**src/rtl/petsel_pkg.sv**
```systemverilog
// Package: register map, field positions, condition codes and carriers for the event-trigger select block
// Overview of operation
// - Pulse B only while its enable is set
// - Bits 14..12 choose pulse B condition
// - Pulse A only while its enable is set
// - Bits 10..8 choose pulse A condition
// - Interrupt request only while its enable is set
// - Bits 2..0 choose interrupt condition
// - Code 001 fires at counter zero
// - Code 010 fires at counter equal period
// - Codes 100/101 compare A up/down
// - Codes 110/111 compare B up/down
// - Pulse B clears tally, ignores status flag
// - Divider 00 off, else Nth event
package petsel_pkg;

	// Register byte offsets
	localparam logic [7:0] OFF_SEL    = 8'h00;  // Selection register
	localparam logic [7:0] OFF_PRESC  = 8'h04;  // Pulse B divider and tally
	localparam logic [7:0] OFF_STAT   = 8'h08;  // Sticky event status
	localparam logic [7:0] OFF_IEN    = 8'h0C;  // Interrupt enable mask
	localparam logic [7:0] OFF_ICLR   = 8'h10;  // Write-one-to-clear

	// Selection register fields
	localparam int SEL_B_EN   = 15;
	localparam int SEL_B_LSB  = 12;
	localparam int SEL_A_EN   = 11;
	localparam int SEL_A_LSB  = 8;
	localparam int SEL_I_EN   = 3;
	localparam int SEL_I_LSB  = 0;
	localparam logic [15:0] SEL_WMASK = 16'hFF0F;  // Bits 7..4 reserved
	localparam logic [15:0] SEL_RESET = 16'h0000;

	// Prescale register fields
	localparam int PRESC_DIV_LSB   = 12;
	localparam int PRESC_TALLY_LSB = 14;

	// Status bits
	localparam int ST_SOCA = 0;
	localparam int ST_SOCB = 1;
	localparam int ST_IRQ  = 2;
	localparam int ST_W    = 3;

	// Condition codes
	typedef enum logic [2:0] {
		COND_NONE0 = 3'h0,
		COND_ZERO  = 3'h1,
		COND_PRD   = 3'h2,
		COND_NONE3 = 3'h3,
		COND_CAU   = 3'h4,
		COND_CAD   = 3'h5,
		COND_CBU   = 3'h6,
		COND_CBD   = 3'h7
	} petsel_cond_t;

	// Time-base snapshot
	typedef struct packed {
		logic [15:0] count;   // Counter value
		logic [15:0] period;  // Period value
		logic [15:0] cmp_a;   // Compare A
		logic [15:0] cmp_b;   // Compare B
		logic        up;      // Counting up
	} petsel_tb_t;

	// Pulses to the outside
	typedef struct packed {
		logic soc_a;
		logic soc_b;
		logic irq;
	} petsel_evt_t;

endpackage

```
**src/rtl/petsel_cond.sv**
```systemverilog
// Condition decoder: one selector code against the time-base state
`timescale 1ns/1ps
`default_nettype none
module petsel_cond (
	input  wire logic [2:0]           code,     // Selector code
	input  wire petsel_pkg::petsel_tb_t tb,     // Time-base snapshot
	output logic                      hit       // Condition true this cycle
);
	// Comparisons
	wire eq_zero = (tb.count == 16'h0000);
	wire eq_prd  = (tb.count == tb.period);
	wire eq_a    = (tb.count == tb.cmp_a);
	wire eq_b    = (tb.count == tb.cmp_b);

	// Code decode
	always_comb begin
		unique case (petsel_pkg::petsel_cond_t'(code))
			petsel_pkg::COND_ZERO: hit = eq_zero;
			petsel_pkg::COND_PRD:  hit = eq_prd;
			petsel_pkg::COND_CAU:  hit = eq_a & tb.up;
			petsel_pkg::COND_CAD:  hit = eq_a & ~tb.up;
			petsel_pkg::COND_CBU:  hit = eq_b & tb.up;
			petsel_pkg::COND_CBD:  hit = eq_b & ~tb.up;
			petsel_pkg::COND_NONE0,
			petsel_pkg::COND_NONE3: hit = 1'b0;
		endcase
	end
endmodule
`default_nettype wire

```
**src/rtl/petsel_edge.sv**
```systemverilog
// Rising-edge detector so a condition held for many cycles fires once
`timescale 1ns/1ps
`default_nettype none
module petsel_edge (
	input  wire logic pclk,     // Clock
	input  wire logic presetn,  // Async reset, low
	input  wire logic level,    // Condition level
	output logic      rise      // One-cycle pulse on rising level
);
	logic prev_r;  // Previous level

	// Remember last level
	always_ff @(posedge pclk or negedge presetn) begin
		if (!presetn) begin
			prev_r <= 1'b0;
		end else begin
			prev_r <= level;
		end
	end

	assign rise = level & ~prev_r;
endmodule
`default_nettype wire

```
**src/rtl/petsel_top.sv**
```systemverilog
// Event-trigger selection block with APB register file and interrupt
`timescale 1ns/1ps
`default_nettype none
module petsel_top (
	input  wire logic        pclk,                  // APB clock
	input  wire logic        presetn,               // Async reset, low
	input  wire logic        psel,                  // APB select
	input  wire logic        penable,               // APB enable
	input  wire logic        pwrite,                // APB direction
	input  wire logic [7:0]  paddr,                 // APB byte address
	input  wire logic [31:0] pwdata,                // APB write data
	output logic [31:0]      prdata,                // APB read data
	output logic             pready,                // APB ready
	output logic             pslverr,               // APB error
	input  wire logic [15:0] time_base_count,       // Time-base counter
	input  wire logic [15:0] time_base_period,      // Period value
	input  wire logic [15:0] compare_value_first,   // Compare A
	input  wire logic [15:0] compare_value_second,  // Compare B
	input  wire logic        count_up,              // Counter direction, 1 = up
	output logic             conv_start_a_pulse,    // ADC start A
	output logic             conv_start_b_pulse,    // ADC start B
	output logic             module_irq_request,    // Selected-event request pulse
	output logic             irq                    // Level interrupt
);
	// Registers
	logic [15:0]          event_trigger_selection_r;  // Selection register
	logic [1:0]           b_divider_r;                // Pulse B divider
	logic [1:0]           b_tally_r;                  // Pulse B event tally
	logic [1:0]           b_tally_nxt;                // Next tally
	logic [petsel_pkg::ST_W-1:0] status_r;            // Sticky status
	logic [petsel_pkg::ST_W-1:0] ien_r;               // Interrupt mask
	petsel_pkg::petsel_evt_t evt_r;                   // Registered pulses
	logic [31:0]          prdata_r;                   // Read data
	logic                 pready_r;                   // Ready
	logic                 pslverr_r;                  // Error
	logic                 irq_r;                      // Interrupt level

	// Time-base carrier
	petsel_pkg::petsel_tb_t tb;
	assign tb = '{count: time_base_count, period: time_base_period,
		cmp_a: compare_value_first, cmp_b: compare_value_second, up: count_up};

	// Selector fields
	wire [2:0] conv_start_b_condition = event_trigger_selection_r[petsel_pkg::SEL_B_LSB +: 3];
	wire [2:0] conv_start_a_condition = event_trigger_selection_r[petsel_pkg::SEL_A_LSB +: 3];
	wire [2:0] irq_request_condition  = event_trigger_selection_r[petsel_pkg::SEL_I_LSB +: 3];
	wire       conv_start_b_enable    = event_trigger_selection_r[petsel_pkg::SEL_B_EN];
	wire       conv_start_a_enable    = event_trigger_selection_r[petsel_pkg::SEL_A_EN];
	wire       irq_request_enable     = event_trigger_selection_r[petsel_pkg::SEL_I_EN];

	// Condition levels and edges
	logic [2:0] lvl;   // A, B, interrupt levels
	logic [2:0] hit;   // One-cycle events
	wire  [2:0] codes [3];
	assign codes[0] = conv_start_a_condition;
	assign codes[1] = conv_start_b_condition;
	assign codes[2] = irq_request_condition;

	genvar gi;
	generate
		for (gi = 0; gi < 3; gi++) begin : g_ch
			petsel_cond u_cond (
				.code  (codes[gi]),
				.tb    (tb),
				.hit   (lvl[gi])
			);
			petsel_edge u_edge (
				.pclk    (pclk),
				.presetn (presetn),
				.level   (lvl[gi]),
				.rise    (hit[gi])
			);
		end
	endgenerate

	// Pulse B divider: fire when tally reaches divider
	wire b_event = hit[1] & conv_start_b_enable;
	wire b_count_on = (b_divider_r != 2'b00);
	// Compare by magnitude so a tally left above a lowered divider fires, not wraps
	wire b_fire = b_event & b_count_on & (({1'b0, b_tally_r} + 3'd1) >= {1'b0, b_divider_r});
	wire a_fire = hit[0] & conv_start_a_enable;
	wire i_fire = hit[2] & irq_request_enable;

	// Tally next value
	always_comb begin
		if (!b_count_on) begin
			b_tally_nxt = 2'b00;               // Counter disabled
		end else if (b_fire) begin
			b_tally_nxt = 2'b00;
		end else if (b_event) begin
			b_tally_nxt = b_tally_r + 2'd1;    // Count selected event
		end else begin
			b_tally_nxt = b_tally_r;
		end
	end

	// APB decode
	wire acc      = psel & penable & ~pready_r;
	wire wr       = acc & pwrite;
	wire hit_sel  = (paddr == petsel_pkg::OFF_SEL);
	wire hit_pre  = (paddr == petsel_pkg::OFF_PRESC);
	wire hit_st   = (paddr == petsel_pkg::OFF_STAT);
	wire hit_ien  = (paddr == petsel_pkg::OFF_IEN);
	wire hit_clr  = (paddr == petsel_pkg::OFF_ICLR);
	wire mapped   = hit_sel | hit_pre | hit_st | hit_ien | hit_clr;
	wire [petsel_pkg::ST_W-1:0] clr_bits = (wr & hit_clr) ? pwdata[petsel_pkg::ST_W-1:0] : '0;
	wire [petsel_pkg::ST_W-1:0] set_bits = {i_fire, b_fire, a_fire};
	wire [31:0] rd_mux =
		hit_sel ? {16'h0000, event_trigger_selection_r} :
		hit_pre ? {16'h0000, b_tally_r, b_divider_r, 12'h000} :
		hit_st  ? {29'h0, status_r} :
		hit_ien ? {29'h0, ien_r} : 32'h0000_0000;

	// Registers written by software
	always_ff @(posedge pclk or negedge presetn) begin
		if (!presetn) begin
			event_trigger_selection_r <= petsel_pkg::SEL_RESET;
			b_divider_r <= 2'b00;
			ien_r <= '0;
		end else if (wr) begin
			if (hit_sel) event_trigger_selection_r <= pwdata[15:0] & petsel_pkg::SEL_WMASK;
			if (hit_pre) b_divider_r <= pwdata[petsel_pkg::PRESC_DIV_LSB +: 2];
			if (hit_ien) ien_r <= pwdata[petsel_pkg::ST_W-1:0];
		end
	end

	// Tally and sticky status; set wins over clear
	always_ff @(posedge pclk or negedge presetn) begin
		if (!presetn) begin
			b_tally_r <= 2'b00;
			status_r <= '0;
		end else begin
			b_tally_r <= b_tally_nxt;
			status_r <= (status_r & ~clr_bits) | set_bits;
		end
	end

	// Output pulses, interrupt and APB answer
	always_ff @(posedge pclk or negedge presetn) begin
		if (!presetn) begin
			evt_r <= '0;
			irq_r <= 1'b0;
			pready_r <= 1'b0;
			pslverr_r <= 1'b0;
			prdata_r <= 32'h0000_0000;
		end else begin
			evt_r <= '{soc_a: a_fire, soc_b: b_fire, irq: i_fire};
			irq_r <= |(((status_r & ~clr_bits) | set_bits) & ien_r);
			pready_r <= acc;
			pslverr_r <= acc & ~mapped;
			prdata_r <= (acc & ~pwrite) ? rd_mux : 32'h0000_0000;
		end
	end

	assign conv_start_a_pulse = evt_r.soc_a;
	assign conv_start_b_pulse = evt_r.soc_b;
	assign module_irq_request = evt_r.irq;
	assign irq = irq_r;
	assign prdata = prdata_r;
	assign pready = pready_r;
	assign pslverr = pslverr_r;
endmodule
`default_nettype wire

```
**config.mk**
```make
export PLATFORM = sky130hd
export DESIGN_NAME = petsel_top
export DESIGN_NICKNAME = d
export VERILOG_FILES = /design/src/rtl/petsel_pkg.sv /design/src/rtl/petsel_cond.sv /design/src/rtl/petsel_edge.sv /design/src/rtl/petsel_top.sv
export SDC_FILE = /design/constraint.sdc
export NUM_CORES = 1
export LEC_CHECK = 0
export BUFFER_PORTS_ARGS = -buffer_cell sky130_fd_sc_hd__buf_2
export CORE_ASPECT_RATIO = 0.5
export CORE_UTILIZATION = 40
export CTS_CLUSTER_DIAMETER = 60
export DETAILED_ROUTE_END_ITERATION = 8
export GPL_ROUTABILITY_DRIVEN = 0
export HOLD_SLACK_MARGIN = 0.02
export PLACE_DENSITY = 0.83
export SLEW_MARGIN = 25
export SYNTH_ARGS = -nofsm -noshare
export SYNTH_HDL_FRONTEND = slang
export SYNTH_SLANG_ARGS = --single-unit
```
**constraint.sdc**
```tcl
create_clock -name pclk -period 1.8 [get_ports pclk]
set_input_delay 0.09 -clock pclk [delete_from_list [all_inputs] [get_ports pclk]]
set_output_delay 0.09 -clock pclk [all_outputs]
set_load 0.02 [all_outputs]
```
==> run summary <==
The overall fraction of global-route tracks in use is 20.4%. The analysis attributes to cell leakage a power of 1.76 nW. The depth of the CTS H-tree came out at 2. The final critical-path required period came out at 1.97 ns. The share of total power consumed by net switching is 24.5%. The post-synthesis instance area came out at 2660 µm². Summing all multi-input logic gate instances after layout gives 1480 µm². The number of max-slew violations in the final report is 0. The first global-routing pass estimated 10600 µm of wire.

For this configuration, the core starts out at a cell density of 42.6%. From synthesis to final layout, the design area changed by 33.6%. The number of diodes added for antenna fixing is 0.

The worst clock skew is 0.00564 ns. The post-synthesis instance total is 255. In this run the worst hold path is classified as in2reg. The distinct cell type count after synthesis came out at 43. The worst setup path is of the reg2reg kind.

Setup repair after global routing could not meet its margin everywhere. The number of cells on the worst reg-to-reg path came out at 7. Summed over its instances, the top area cell type makes up 40.5% of the synthesized netlist area.

TritonCTS built the clock tree. The sequential cell fraction of total power came out at 43.9%. Summed over all nets, the switching power comes to 0.000547 W. The checks that failed: negative setup slack. The initial DRC count is 103. The worst voltage drop across the vdd grid came out at 349 µV.

The share of async-settable or async-resettable flops after synthesis came out at 100%. The internal portion of the total power is 0.00169 W. The routed layout has 2309 vias.

The fraction of layout cells with a size suffix above 1 came out at 40.9%. The overflow left after global routing came out at 0. The finished layout holds 474 standard cells, fillers aside. The overall power after layout came out at 0.00224 W.

For the worst-skew pair, the clock arrives at the later sink with an insertion delay of 0.28 ns. At the pin with the least slew margin, the transition time is 0.513 ns. The number of sinks handled by clock tree synthesis is 43.

Setup violations remaining at the end of the flow were counted as 2. The core region is 6230 µm². The via count of the first global-routing pass came out at 2225. The worst setup path is launched from a register. The root buffer cell is sky130_fd_sc_hd__clkbuf_16.

The horizontal die dimension came out at 117 µm. The number of buffers created by CTS came out at 5. The clock group share of total power is 39.6%. The number of top-level pins is 148. The remaining max-slew budget at the tightest pin is 65.8%. After detailed routing, the number of remaining DRC violations is 0.

The site row count came out at 20. Among all flip-flop cells after synthesis, the most frequent one is sky130_fd_sc_hd__dfrtp_1. In this run the remaining antenna-violating nets after routing total 0.

Sorting the synthesized cells by area gives the leading types as sky130_fd_sc_hd__dfrtp_1, sky130_fd_sc_hd__xnor2_1, sky130_fd_sc_hd__buf_4. The post-detailed-route wirelength per cell came out at 14.1 µm. For the worst setup path, the data required time is 2.02 ns. Counting along the longest clock path gives a buffer depth of 2. The die covers 6990 µm². The final layout contains 499 nets. The initial antenna violation count came out at 0.

The number of warnings issued by yosys came out at 0. The part of the cycle the worst path needs is 110%. The clock-pin slew of the registers on the worst-case setup and hold paths came out at 0.06 ns. The flow ran to the end, but the final reports show violations. The number of maximum-capacitance constraint violations is 0. The worst hold path stage count is 2.

The data arrival time of the critical path came out at 2.19 ns. The number of I/O port buffers is 107. The fill cell instance count of the final layout came out at 529. Power spread over the standard cell area amounts to 631 nW/µm².

The top achievable clock speed is 507 MHz. In this run, synthesis produced a sequential element count of 43. The logic gate share of total power is 16.5%. The sum of net half-perimeters after detailed placement is 5320 µm. The number of iterations in the first detailed-routing pass is 4. The post-synthesis average cell area is 10.4 µm². The dominant cell type by area after synthesis is sky130_fd_sc_hd__dfrtp_1. The number of synthesized flops with an enable pin came out at 0. In the post-route analysis, the smallest setup slack over all paths is -0.174 ns. The register area is 1080 µm².

The mean number of vias per cell came out at 4.87. Of all nets on the critical path, the largest fanout is 2. The total wire length is 6680 µm. The hold violation count in the final report came to 0.

In this run, placement finished with an instance count of 464. The part of the Yosys area used for sequential elements is 40.5%. The die extent in y is 59.6 µm. Entering global routing, the biggest net connects 44 pins. The worst setup path is captured at a register.
==> layout make-up <==
cell class	count	share of cell area [%]
multi-input cells	202	41.8
flip-flops and latches	43	30.3
repair buffers	129	20.2
clock buffers	6	3.92
well taps	88	3.11
inverters	5	0.529
clock inverters	1	0.141
==> power by group through the flow <==
stage                     Sequential (W)  Clock [W]  Combinational, W
after floorplan                  0.00100          0          0.000204
after global placement          0.000999          0          0.000359
after detailed placement        0.000999          0          0.000367
after CTS                       0.000982   0.000892          0.000371
after global routing            0.000983   0.000937          0.000403
final                           0.000982   0.000885          0.000369
==> worst max-delay path, stage by stage, from the launching register on <==
cell	delay (ns)
sky130_fd_sc_hd__dfrtp_1	0.37
sky130_fd_sc_hd__inv_2	0.06
sky130_fd_sc_hd__fa_1	0.56
sky130_fd_sc_hd__a31oi_2	0.10
sky130_fd_sc_hd__or3_1	0.33
sky130_fd_sc_hd__a31oi_2	0.20
sky130_fd_sc_hd__a21o_1	0.14
sky130_fd_sc_hd__a221o_1	0.15
==> cell usage in the layout, fill, tap and decap left out, types with 2 or more instances in the layout <==
master,Yosys,layout
sky130_fd_sc_hd__buf_4,20,20
sky130_fd_sc_hd__mux2i_1,4,4
sky130_fd_sc_hd__mux2_4,0,3
sky130_fd_sc_hd__ha_1,2,2
sky130_fd_sc_hd__clkbuf_16,0,5
sky130_fd_sc_hd__inv_1,5,4
sky130_fd_sc_hd__nand2_1,13,13
sky130_fd_sc_hd__and3_1,9,8
sky130_fd_sc_hd__a221oi_1,2,2
sky130_fd_sc_hd__nor4_1,7,7
sky130_fd_sc_hd__nand4_1,13,13
sky130_fd_sc_hd__nor2_1,18,18
sky130_fd_sc_hd__nor3_1,2,2
sky130_fd_sc_hd__a22oi_1,4,4
sky130_fd_sc_hd__xnor2_1,48,48
sky130_fd_sc_hd__and2_1,2,2
sky130_fd_sc_hd__o21ai_0,2,2
sky130_fd_sc_hd__a31oi_2,0,2
sky130_fd_sc_hd__nand3_1,3,3
sky130_fd_sc_hd__conb_1,1,20
sky130_fd_sc_hd__dfrtp_1,43,43
sky130_fd_sc_hd__xor2_1,3,3
sky130_fd_sc_hd__mux2_2,11,11
sky130_fd_sc_hd__a21oi_1,4,4
sky130_fd_sc_hd__buf_2,2,107
sky130_fd_sc_hd__mux2_1,8,5
sky130_fd_sc_hd__nand2b_1,5,5
sky130_fd_sc_hd__nor2b_1,3,3
sky130_fd_sc_hd__nor4_4,2,2
==> repair_timing <==
item | 4_1_cts | 5_1_grt
pin swaps | 1 | 0
hold buffers | 1 | 0
setup buffers | 0 | 2
setup endpoints to repair | 2 | 6
resized for setup | 2 | 1
endpoints found under the hold margin | 43 | 0
==> kinds of logic (layout without fill, tap and decap cells) <==
logic type	count (synthesis)	after routing	synth area share, %
and+or+nand+nor	84	84	18.2
muxes	23	23	9.57
DFF	43	43	40.5
adders and majority gates	3	3	1.70
AOI/OAI and AO/OA	21	21	5.70
other	1	20	0.141
buffers and inverters	29	141	7.30
xor gates and xnor gates	51	51	16.8
==> Yosys cell counts (2+ instances only) <==
master	number
sky130_fd_sc_hd__mux2_2	11
sky130_fd_sc_hd__and2_1	2
sky130_fd_sc_hd__and3_1	9
sky130_fd_sc_hd__mux2_1	8
sky130_fd_sc_hd__nor2b_1	3
sky130_fd_sc_hd__buf_2	2
sky130_fd_sc_hd__nor2_1	18
sky130_fd_sc_hd__nor3_1	2
sky130_fd_sc_hd__nand4_1	13
sky130_fd_sc_hd__a22oi_1	4
sky130_fd_sc_hd__xor2_1	3
sky130_fd_sc_hd__nor4_1	7
sky130_fd_sc_hd__inv_1	5
sky130_fd_sc_hd__ha_1	2
sky130_fd_sc_hd__a21oi_1	4
sky130_fd_sc_hd__nand2_1	13
sky130_fd_sc_hd__a221oi_1	2
sky130_fd_sc_hd__buf_4	20
sky130_fd_sc_hd__nand3_1	3
sky130_fd_sc_hd__a31oi_1	3
sky130_fd_sc_hd__nor4_4	2
sky130_fd_sc_hd__dfrtp_1	43
sky130_fd_sc_hd__mux2i_1	4
sky130_fd_sc_hd__nand2b_1	5
sky130_fd_sc_hd__o21ai_0	2
sky130_fd_sc_hd__xnor2_1	48
==> metal layers <==
layer | up-vias | part of all wire, % | track usage [%]
met1 | 1092 | 43 | 25.7
li1 | 1114 | - | -
met3 | 14 | 5.1 | 2.97
met2 | 89 | 50 | 36.0
met4 | 0 | 1.9 | 7.59
met5 | - | 0 | 0
==> through the flow <==
step	util (%)	setup WS [ns]	TNS, ns	hold slack (ns)	instance area [µm²]
2_1_floorplan	-	-0.0360	-0.240	-0.206	2740
3_3_place_gp	54.0	-0.138	-1.00	0.183	3360
3_5_place_dp	54.0	-0.164	-1.33	0.185	3360
4_1_cts	56.6	-0.146	-0.146	0.0222	3530
5_1_grt	56.9	-0.242	-0.483	0.0379	3550
6_report	56.9	-0.174	-0.294	0.0256	3550
==> sequential cells by signal, indices dropped and copies added, names as in the netlist <==
signal and count:
event_trigger_selection_r 12, prdata 12, g_ch.u_edge.prev_r 3, ien_r 3
status_r 3, b_divider_r 2, b_tally_r 2, conv_start_a_pulse 1
conv_start_b_pulse 1, irq 1, module_irq_request 1, pready 1
pslverr 1
==> final timing paths <==
path / start / slack [ns] / endpoint
min in group asynchronous: presetn / 0.40 / event_trigger_selection_r[11]$_DFFE_PN0P_
max in group asynchronous: presetn / 1.05 / conv_start_b_pulse$_DFF_PN0_
min reg2reg: event_trigger_selection_r[15]$_DFFE_PN0P_ / 0.52 / event_trigger_selection_r[15]$_DFFE_PN0P_
max reg2reg: b_divider_r[1]$_DFFE_PN0P_ / -0.17 / irq$_DFF_PN0_
min: pwdata[14] / 0.03 / event_trigger_selection_r[14]$_DFFE_PN0P_
max: b_divider_r[1]$_DFFE_PN0P_ / -0.17 / irq$_DFF_PN0_
Note: power is estimated with default switching activity, not from simulation.
